### src/mqxc_pkg.sv
package mqxc_pkg;
  // ----------------------------------------
  // address layout
  // ----------------------------------------
  localparam int QADDR_W = 5;
  localparam int DEV_W = 3;
  localparam int QSEL_W = 2;
  localparam int QUEUES = 4;
  localparam int DATA_W = 18;
  localparam int APB_AW = 12;
  // ----------------------------------------
  // register map
  // ----------------------------------------
  localparam logic [APB_AW-1:0] STATUS_OFS = 12'h000;
  localparam logic [APB_AW-1:0] CONTROL_OFS = 12'h004;
  localparam int ST_DEVNUM_LSB = 0;
  localparam int ST_NINE_BIT = 3;
  localparam int ST_PRIMARY_BIT = 4;
  localparam int ST_POLLED_BIT = 5;
  localparam int ST_DONE_BIT = 6;
  localparam int ST_RDOWN_BIT = 7;
  localparam int ST_WRHIT_BIT = 8;
  localparam int ST_FLAGOWN_BIT = 9;
  localparam int ST_NULLQ_BIT = 10;
  localparam int CT_DONE_BIT = 0;
  localparam logic [31:0] CONTROL_RST = 32'h0000_0000;
  // ----------------------------------------
  // master reset sequencer
  // ----------------------------------------
  typedef enum logic [1:0] {
    MQXC_IDLE = 2'b00,
    MQXC_IN_RESET = 2'b01,
    MQXC_RUN = 2'b10
  } mqxc_mrs_t;
endpackage : mqxc_pkg

### src/mqxc_top.sv
// The APB slave port and the address map were decided locally.
`timescale 1ns/1ps

// ----------------------------------------
// two-flop synchroniser
// ----------------------------------------
module mqxc_sync #(
  parameter int WIDTH = 1
) (
  // clock and reset
  input wire logic clk,
  input wire logic rst,
  // data
  input wire logic [WIDTH-1:0] din,
  output logic [WIDTH-1:0] dout
);
  logic [WIDTH-1:0] meta_q;

  always_ff @(posedge clk or posedge rst)
  begin
    if (rst)
    begin
      meta_q <= '0;
      dout <= '0;
    end
    else
    begin
      meta_q <= din;
      dout <= meta_q;
    end
  end
endmodule : mqxc_sync

module mqxc_top
  import mqxc_pkg::*;
(
  // clock and reset
  input wire logic clk,
  input wire logic rst,
  // apb slave
  input wire logic psel,
  input wire logic penable,
  input wire logic pwrite,
  input wire logic [mqxc_pkg::APB_AW-1:0] paddr,
  input wire logic [31:0] pwdata,
  output logic [31:0] prdata,
  output logic pready,
  output logic pslverr,
  // straps and master reset pins
  input wire logic masterResetN,
  input wire logic [mqxc_pkg::DEV_W-1:0] deviceNumberPins,
  input wire logic inputWidthSelect,
  input wire logic primarySelect,
  input wire logic flagModeSelect,
  // write port selection
  input wire logic [mqxc_pkg::QADDR_W-1:0] writeQueueAddress,
  input wire logic writeAddressEnable,
  input wire logic flagStrobe,
  // read port selection
  input wire logic [mqxc_pkg::QADDR_W-1:0] readQueueAddress,
  input wire logic readAddressEnableStrobe,
  input wire logic nullQueueSelect,
  input wire logic outputEnableN,
  // flag token chain
  input wire logic flagTokenIn,
  output logic flagTokenOut,
  output logic flagPollSync,
  // core side
  input wire logic [mqxc_pkg::QUEUES-1:0] queueStatus,
  input wire logic [mqxc_pkg::DATA_W-1:0] readDataIn,
  // shared outputs
  output logic [mqxc_pkg::QUEUES-1:0] almostFullFlagBus,
  output logic almostFullFlagBusOeN,
  output logic [mqxc_pkg::DATA_W-1:0] readData,
  output logic readDataOeN,
  // selection results
  output logic writeSelHit,
  output logic [mqxc_pkg::QSEL_W-1:0] writeQueueSel,
  output logic readSelHit,
  output logic [mqxc_pkg::QSEL_W-1:0] readQueueSel,
  output logic nullQueueActive,
  output logic busWidthNine
);
  import mqxc_pkg::*;

  // ----------------------------------------
  // pin synchronisers
  // ----------------------------------------
  localparam int PIN_W = QADDR_W * 2 + DEV_W + 10;
  logic [PIN_W-1:0] pinRaw;
  logic [PIN_W-1:0] pinSync;
  logic mrsN;
  logic mrsActive;
  logic [DEV_W-1:0] numPins;
  logic widthPin;
  logic primaryPin;
  logic modePin;
  logic [QADDR_W-1:0] wAddr;
  logic wEn;
  logic fStrobe;
  logic [QADDR_W-1:0] rAddr;
  logic rEn;
  logic nullSel;
  logic oeN;
  logic tokenIn;

  // master reset synced as active high so the flop reset value means idle
  assign pinRaw = {~masterResetN, deviceNumberPins, inputWidthSelect, primarySelect,
                   flagModeSelect, writeQueueAddress, writeAddressEnable, flagStrobe,
                   readQueueAddress, readAddressEnableStrobe, nullQueueSelect,
                   outputEnableN, flagTokenIn};
  assign {mrsActive, numPins, widthPin, primaryPin, modePin, wAddr, wEn, fStrobe,
          rAddr, rEn, nullSel, oeN, tokenIn} = pinSync;
  assign mrsN = !mrsActive;

  mqxc_sync #(.WIDTH(PIN_W)) u_pin_sync (
    .clk(clk),
    .rst(rst),
    .din(pinRaw),
    .dout(pinSync)
  );

  // ----------------------------------------
  // master reset sequencer and strap capture
  // ----------------------------------------
  mqxc_mrs_t mrsState_q;
  logic [DEV_W-1:0] devNum_q;
  logic nine_q;
  logic primary_q;
  logic polled_q;
  logic running;
  logic released;

  assign running = (mrsState_q == MQXC_RUN);
  assign released = (mrsState_q == MQXC_IN_RESET) && mrsN;

  always_ff @(posedge clk or posedge rst)
  begin
    if (rst)
      mrsState_q <= MQXC_IDLE;
    else
    begin
      case (mrsState_q)
        MQXC_IDLE: if (!mrsN) mrsState_q <= MQXC_IN_RESET;
        MQXC_IN_RESET: if (mrsN) mrsState_q <= MQXC_RUN;
        MQXC_RUN: if (!mrsN) mrsState_q <= MQXC_IN_RESET;
        default: mrsState_q <= MQXC_IDLE;
      endcase
    end
  end

  always_ff @(posedge clk or posedge rst)
  begin
    if (rst)
    begin
      devNum_q <= '0;
      nine_q <= 1'b0;
      primary_q <= 1'b0;
      polled_q <= 1'b0;
    end
    else if (!mrsN)
    begin
      devNum_q <= numPins;
      nine_q <= widthPin;
      primary_q <= primaryPin;
      polled_q <= modePin;
    end
  end

  // ----------------------------------------
  // apb registers
  // ----------------------------------------
  logic configDone_q;
  logic [31:0] statusWord;
  logic setupPhase;
  logic accessDone;
  logic mapped;

  assign setupPhase = psel && !penable;
  assign accessDone = psel && penable && pready;
  assign mapped = (paddr == STATUS_OFS) || (paddr == CONTROL_OFS);

  always_ff @(posedge clk or posedge rst)
  begin
    if (rst)
      configDone_q <= CONTROL_RST[CT_DONE_BIT];
    else if (!running)
      configDone_q <= CONTROL_RST[CT_DONE_BIT];
    else if (accessDone && pwrite && (paddr == CONTROL_OFS))
      configDone_q <= pwdata[CT_DONE_BIT];
  end

  always_ff @(posedge clk or posedge rst)
  begin
    if (rst)
    begin
      pready <= 1'b0;
      pslverr <= 1'b0;
      prdata <= '0;
    end
    else if (setupPhase)
    begin
      pready <= 1'b1;
      pslverr <= !mapped;
      if (!pwrite && paddr == STATUS_OFS)
        prdata <= statusWord;
      else if (!pwrite && paddr == CONTROL_OFS)
        prdata <= {31'h0000_0000, configDone_q};
      else
        prdata <= '0;
    end
    else if (accessDone)
    begin
      pready <= 1'b0;
      pslverr <= 1'b0;
    end
  end

  // ----------------------------------------
  // queue address decode
  // ----------------------------------------
  logic wrMatch;
  logic rdMatch;
  logic wrSelect;
  logic rdSelect;

  assign wrMatch = (wAddr[QADDR_W-1:QSEL_W] == devNum_q);
  assign rdMatch = (rAddr[QADDR_W-1:QSEL_W] == devNum_q);
  assign wrSelect = running && configDone_q && wEn;
  assign rdSelect = running && configDone_q && rEn;

  always_ff @(posedge clk or posedge rst)
  begin
    if (rst)
    begin
      writeSelHit <= 1'b0;
      writeQueueSel <= '0;
    end
    else if (!running)
      writeSelHit <= 1'b0;
    else if (wrSelect)
    begin
      writeSelHit <= wrMatch;
      writeQueueSel <= wAddr[QSEL_W-1:0];
    end
  end

  logic readOwner_q;

  always_ff @(posedge clk or posedge rst)
  begin
    if (rst)
    begin
      readOwner_q <= 1'b0;
      readSelHit <= 1'b0;
      readQueueSel <= '0;
      nullQueueActive <= 1'b0;
    end
    else if (!running)
    begin
      readOwner_q <= 1'b0;
      readSelHit <= 1'b0;
      nullQueueActive <= 1'b0;
    end
    else if (released)
      readOwner_q <= primary_q;
    else if (rdSelect)
    begin
      readOwner_q <= rdMatch;
      readSelHit <= rdMatch && !nullSel;
      readQueueSel <= rAddr[QSEL_W-1:0];
      nullQueueActive <= rdMatch && nullSel;
    end
  end

  // ----------------------------------------
  // read data path
  // ----------------------------------------
  always_ff @(posedge clk or posedge rst)
  begin
    if (rst)
    begin
      readData <= '0;
      readDataOeN <= 1'b1;
    end
    else
    begin
      readData <= readDataIn;
      readDataOeN <= !(running && readOwner_q && !oeN);
    end
  end

  always_ff @(posedge clk or posedge rst)
  begin
    if (rst)
      busWidthNine <= 1'b0;
    else
      busWidthNine <= nine_q;
  end

  // ----------------------------------------
  // flag bus: polled token chain and direct select
  // ----------------------------------------
  logic injected_q;
  logic flagOwner_q;
  logic pollNow;

  assign pollNow = running && configDone_q && polled_q &&
                   (tokenIn || (primary_q && !injected_q));

  always_ff @(posedge clk or posedge rst)
  begin
    if (rst)
      injected_q <= 1'b0;
    else if (!running)
      injected_q <= 1'b0;
    else if (pollNow)
      injected_q <= 1'b1;
  end

  always_ff @(posedge clk or posedge rst)
  begin
    if (rst)
      flagOwner_q <= 1'b0;
    else if (!running || polled_q)
      flagOwner_q <= 1'b0;
    else if (configDone_q && fStrobe)
      flagOwner_q <= wrMatch;
  end

  always_ff @(posedge clk or posedge rst)
  begin
    if (rst)
    begin
      almostFullFlagBus <= '0;
      almostFullFlagBusOeN <= 1'b1;
      flagTokenOut <= 1'b0;
      flagPollSync <= 1'b0;
    end
    else
    begin
      almostFullFlagBus <= queueStatus;
      almostFullFlagBusOeN <= polled_q ? !pollNow : !flagOwner_q;
      flagTokenOut <= pollNow;
      flagPollSync <= pollNow;
    end
  end

  assign statusWord = {21'h00_0000, nullQueueActive, flagOwner_q, writeSelHit,
                       readOwner_q, configDone_q, polled_q, primary_q, nine_q,
                       devNum_q};

  // ----------------------------------------
  // assertions
  // ----------------------------------------
  a_token_pulse: assert property (@(posedge clk) disable iff (rst)
    flagTokenOut |-> !almostFullFlagBusOeN && flagPollSync)
    else $error("token out without own status on flag bus");

  a_token_load: assert property (@(posedge clk) disable iff (rst)
    (running && configDone_q && polled_q && tokenIn && $stable(running))
      |=> flagTokenOut && almostFullFlagBus == $past(queueStatus))
    else $error("token in did not load status next edge");

  a_sync_slot: assert property (@(posedge clk) disable iff (rst)
    polled_q && running |-> (flagPollSync == !almostFullFlagBusOeN))
    else $error("poll sync not matching flag bus slot");

  a_wr_match: assert property (@(posedge clk) disable iff (rst)
    (wrSelect && wrMatch && running) |=> writeSelHit)
    else $error("write match not reported");

  a_rd_nomatch: assert property (@(posedge clk) disable iff (rst)
    (rdSelect && !rdMatch && !released) |=> ##1 readDataOeN)
    else $error("unselected device still drives read data");

  a_strap_hold: assert property (@(posedge clk) disable iff (rst)
    running && $past(running) |-> $stable(devNum_q) && $stable(primary_q))
    else $error("straps changed outside master reset");

  a_oe_master: assert property (@(posedge clk) disable iff (rst)
    (running && readOwner_q && oeN) |=> readDataOeN)
    else $error("read data driven with output enable high");

  a_slave_float: assert property (@(posedge clk) disable iff (rst)
    released && !primary_q |=> !readOwner_q ##1 readDataOeN)
    else $error("slave drives read data after reset");

  a_null_q: assert property (@(posedge clk) disable iff (rst)
    nullQueueActive |-> !readSelHit)
    else $error("null queue and real queue both selected");

  a_mrs_seq: assert property (@(posedge clk) disable iff (rst)
    (mrsState_q == MQXC_IDLE) |-> !configDone_q && readDataOeN)
    else $error("device active before first master reset");
endmodule : mqxc_top

### config.mk
export PLATFORM = sky130hd
export DESIGN_NAME = mqxc_top
export DESIGN_NICKNAME = d
export VERILOG_FILES = /design/src/mqxc_pkg.sv /design/src/mqxc_top.sv
export SDC_FILE = /design/constraint.sdc
export NUM_CORES = 1
export LEC_CHECK = 0
export BUFFER_PORTS_ARGS = -buffer_cell sky130_fd_sc_hd__buf_2
export CORE_ASPECT_RATIO = 1.75
export CORE_UTILIZATION = 45
export CTS_CLUSTER_SIZE = 24
export DETAILED_ROUTE_END_ITERATION = 6
export PLACE_DENSITY = 0.78
export SETUP_SLACK_MARGIN = 0.2
export SLEW_MARGIN = 5
export SYNTH_ARGS = -nofsm -noshare
export SYNTH_HDL_FRONTEND = slang
export SYNTH_SLANG_ARGS = --single-unit
### constraint.sdc
create_clock -name clk -period 4.3 [get_ports clk]
set_clock_uncertainty 0.05 [all_clocks]
set_input_delay 0.43 -clock clk [delete_from_list [all_inputs] [get_ports clk]]
set_output_delay 0.43 -clock clk [all_outputs]
set_load 0.01 [all_outputs]
Word level (Yosys, flattened, before mapping)
Cells that the tools add are included.
Word-level totals
  output and inout bits: 68
  input bits: 94
  flip-flop bits (word level): 125
Cells by class
  bitwise gates (word level): 2
  reductions and logical operators: 42
  multiplexer cells: 26
  equal/unequal tests: 13
Operator list (count)
  1-bit two-way mux: 22
  1-bit logical AND: 19
  12-bit by 3-bit equality test with 1-bit output, second input constant: 1
  12-bit zero test: 1
  1-bit zero test: 11
  11-bit two-way mux: 1
  2-bit by 1-bit != test with 1-bit output, second input constant: 5
  3-bit equality test: 2
  2-bit AND reduction: 3
  2-bit two-way mux: 2
  2-bit != test, second input constant: 2
  2-bit case mux with 2 select lines: 1
  2-bit nonzero test: 2
  1-bit logical OR: 3
  3-bit by 1-bit != test with 1-bit output, second input constant: 1
  3-bit AND reduction: 1
  2-bit by 1-bit equality test with 1-bit output, second input constant: 1
  2-bit equality test, second input constant: 1
  2-bit zero test: 1
  1-bit inverter: 2
  2-bit OR reduction: 1

Logic depth before layout (Yosys ltp)
  word-level depth: 6
  gate-level depth with buffers: 5
  mapped depth without buffers: 4

Hierarchy
Synthesis repeated with hierarchy kept, for this count alone.
Second synthesis, totals
  cell total of the unflattened synthesis: 215
  area, all modules: 3414.5 um^2
By module, submodules not included
  mqxc_top: seq. area each 1453.9 um^2, times used 1, cells each 168, area each 2259.7 um^2
  mqxc_sync: seq. area each 1151.1 um^2, times used 1, cells each 47, area each 1154.9 um^2

Least setup slack after synthesis
No wires, ideal clock.
  kind: input to register
  start: input port paddr[8] in the netlist's numbering
  end: register prdata[10]
  stages on the path: 4
  library setup time: 0.067 ns
  data arrival time: 1.365 ns
  required time: 4.183 ns
  path buffers: 0
  path slack: 2.818 ns
  cell sequence: nor4_2 -> nand3_2 -> nor4_4 -> a22o_1
Between the ends
  word-level cells in the longest chain between the ends: 3
Ends and longest elaborated chain
  start, declared: RTL line mqxc_top.sv:44  | input wire logic [mqxc_pkg::APB_AW-1:0] paddr,
  12-bit zero test: RTL line mqxc_top.sv:205  | if (!pwrite && paddr == STATUS_OFS)
  1-bit logical AND: RTL line mqxc_top.sv:205
  11-bit two-way mux: RTL line mqxc_top.sv:205
  end signal, assigned: RTL line mqxc_top.sv:206  | prdata <= statusWord;
  end signal, assigned: RTL line mqxc_top.sv:208  | prdata <= {31'h0000_0000, configDone_q};
  end, declared: RTL line mqxc_top.sv:46  | output logic [31:0] prdata,
No other way between the ends.
A chain may end at the register's enable or synchronous reset.

Worst setup path in the final report
  start: input port penable
  end: register prdata[2]
Between the ends
  word-level cells in the longest chain between the ends: 2
Ends and longest elaborated chain
  start, declared: RTL line mqxc_top.sv:42  | input wire logic penable,
  1-bit zero test: RTL line mqxc_top.sv:179  | assign setupPhase = psel && !penable;
  1-bit logical AND: RTL line mqxc_top.sv:179
No other way between the ends.

==> impl_metrics.csv <==
group,metric,value,unit
run_status,status,"finished, final reports clean",
global_routing,grt.overflow.total,0,
timing,period_share,37.76,%
clock_tree,clk_latency,330,ps
die,start_util,46.60,%
timing,setup_tns,0,ps
worst_setup_path,crit_start,"penable",
timing,rsz0062_at_grt,"false",
worst_setup_path,cp-start-kind,"primary input",
clock_tree,htree_num_levels,3,
synthesis,ys_seq_area_share,77.28,%
clock_tree,clk_path_buf_depth,2,
global_routing,antenna_found_initial,0,
synthesis,synth_commonest_cells,"102 x dfrtp_1, 22 x buf_4, 11 x nand2_1",
placement,port-buffer-count,109,
drt,num_vias,1933,
worst_setup_path,cp-end-kind,"register",
layout,design_area,4244,sq um
flow_run,maxCapViolations,0,
global_routing,grt_start_max_net_pins,75,
synthesis,ys.flop_type,"dfrtp_1",
die,die_w,67.43,um
clock_tree,cts_root_buffer,"clkbuf_16",
drt,drt_pre_antenna_iters,4,
synthesis,avgSynthCellArea,15.83,sq um
synthesis,async_flop_share,100.0,%
synthesis,synth_top_family_by_area,"simple AND/OR/NAND/NOR gates",
synthesis,synthCells,213,
timing,slew_headroom,43.54,%
clock_tree,cts_hold_buf,0,
layout,nets,422,
worst_setup_path,cp.required,4520,ps
timing,hold_viol_final,0,
global_routing,grtUsageTotal,15.15,%
timing,worst_pin_slew,846.9,ps
synthesis,synth-warning-count,0,
synthesis,synth_compound_gate_area_share,4.714,%
drt,drcViolationCount,0,
clock_tree,clk_pin_slew,60,ps
pwr,peakVddDrop,295.1,uV
worst_setup_path,reg2regPathDepth,4,
synthesis,synthXorXnorAreaFrac,1.559,%
worst_setup_path,crit_arrival,1840,ps
clock_tree,cts_sinks,104,
drt,drtAntennaViolNets,0,
placement,placed_area,3929,sq um
worst_setup_path,endpoint,"prdata[2]",
worst_setup_path,crit_fanout,16,
drt,wl_met1,2005,um
timing,fmax,0.6160,GHz
timing,slew_violations,0,
clock_tree,cts_resized,0,
synthesis,ys_ff_latch,104,
worst_setup_path,worstPathCellList,"buf_2 -> nand2b_1 -> nor4_4 -> a22o_1",
timing,min_period,1624,ps
worst_setup_path,r2r_end,"nullQueueActive",
placement,dp_hpwl,3983,um
die,die_h,116.5,um
timing,finalSetupViolations,0,
layout,fin_cells,419,
synthesis,syn_area,3371,sq um
synthesis,ys_types,28,
layout,num_antenna_cells,0,
synthesis,synthAdderAreaFrac,0,%
drt,met2WireLength,2966,um
placement,dp.cells,403,
die,ioPinCount,162,
clock_tree,cts_buffers,9,
worst_setup_path,r2r_start,"devNum_q[1]",
global_routing,grt_pass1_wl,8321,um
synthesis,synth-simple-area-share,6.236,%
clock_tree,cts_tree,"yes",
drt,top_layer_used,"met4",
pwr,powerDensity,466.7,nW/um^2
drt,via_per_inst,4.613,
worst_setup_path,critPathMaxStageDelay,650,ps
synthesis,synth.area.top_cells,"dfrtp_1 76%, buf_4 4.9%, mux2_2 3.0%",
drt,postRouteWirelength,5490,um
synthesis,yosysMostFrequentCell,"dfrtp_1",
layout,drive_gt1_share,41.74,%
pwr,p_total,1.981,mW
synthesis,synth_top_area_share,75.72,%
layout,synthToLayoutAreaGrowth,25.91,%
die,die_area,7854,sq um
worst_setup_path,worstSetupPathType,"in -> reg",
synthesis,synth_enable_flop_cells,0,
worst_setup_path,slowest_stage,"nor4_4",
synthesis,synthMuxAreaShare,4.195,%
drt,drtIter0Drc,69,
die,core_area,7233,sq um
worst_hold_path,hold_path.class,"in -> reg",
clock_tree,post-cts-setup-buffers,0,
drt,wl_per_cell,13.10,um
drt,wl_met3,322,um
die,core.rowCount,41,
worst_setup_path,rrSetupSlack,2810,ps
synthesis,yosys.area.top_type,"dfrtp_1",
global_routing,grt_pass1_vias,1749,
pwr,p_leak,2.154,nW
placement,place_congestion,0.7386,
-- cells in the final DEF (no fill, tap or decap), drive strengths merged --
cell type,n
dfstp,2
clkbuf,13
nor2b,1
nor4,3
o41ai,1
mux2i,4
clkinv,1
o211ai,1
nand3,6
nor3,6
xor2,6
conb,21
nand2b,3
buf,110
nand3b,1
nor2,3
dfrtp,102
nand2,11
a22oi,1
bufinv,2
nand4,1
o21ai,2
a22o,10
a21boi,1
inv,5
mux2,9
a21oi,6
or2b,1
-- cells by family (layout without fill, tap and decap cells) --
group                     count (synthesis)  count (layout)
and+or+nand+nor                          36              36
AOI/OAI and AO/OA                        22              22
xor gates and xnor gates                  6               6
other                                     1              21
buffers and inverters                    31             131
muxes                                    13              13
DFF                                     104             104
-- power by group --
group	switching [mW]	internal [mW]	total (mW)
Sequential	0.0193	1.02	1.04
Combinational	0.0619	0.0427	0.105
Clock	0.311	0.525	0.836
-- worst max-delay path: cells and delay by family --
kind                   cells  cell delay (ps)
and+or+nand+nor            2             1070
AOI/OAI and AO/OA          1              220
buffers and inverters      1              110
-- area by class of cell --
type | instances | area (sq um)
tap | 86 | 107.6
multi-input combinational | 98 | 641.9
inverter | 5 | 21.27
sequential | 104 | 2605
timing repair buffer | 110 | 553.0
clock inverter | 3 | 65.06
fill | 593 | 2989
clock buffer | 13 | 250.2
-- state kept, by name (all words and copies together), names as in the netlist, 2 cells and up --
| signal | cells |
|---|---|
| mrsState_q | 2 |
| u_pin_sync.dout | 23 |
| u_pin_sync.meta_q | 23 |
| writeQueueSel | 2 |
| readQueueSel | 2 |
| devNum_q | 3 |
| prdata | 11 |
| almostFullFlagBus | 4 |
| readData | 18 |
-- worst min path at each step --
stage | startpoint | endpoint | cells after the start | slack, ps
3_5_place_dp | u_pin_sync.meta_q[10] | u_pin_sync.dout[10] | 0 | 280
4_1_cts | readQueueAddress[1] | u_pin_sync.meta_q[5] | 1 | 140
6_report | readDataIn[3] | readData[3] | 1 | 150
5_1_grt | readDataIn[12] | readData[12] | 1 | 140
3_3_place_gp | u_pin_sync.meta_q[18] | u_pin_sync.dout[18] | 0 | 280
2_1_floorplan | u_pin_sync.meta_q[0] | u_pin_sync.dout[0] | 0 | 280
-- routing by layer --
metal  global-route usage [%]  up-vias
li1                         -      904
met1                    17.59      928
met2                    24.20       84
met3                    3.320       17
met4                    11.06        0
met5                        0        -
-- metrics by stage --
step	hold WS, ps	utilization (%)	setup WS (ps)
5_1_grt	137.0	58.68	2546
6_report	153.8	58.68	2676
3_3_place_gp	282.3	54.32	2366
3_5_place_dp	284.7	54.32	2301
2_1_floorplan	281.2	-	1091
4_1_cts	139.6	58.68	2655
(Power assumes the default switching activity.)
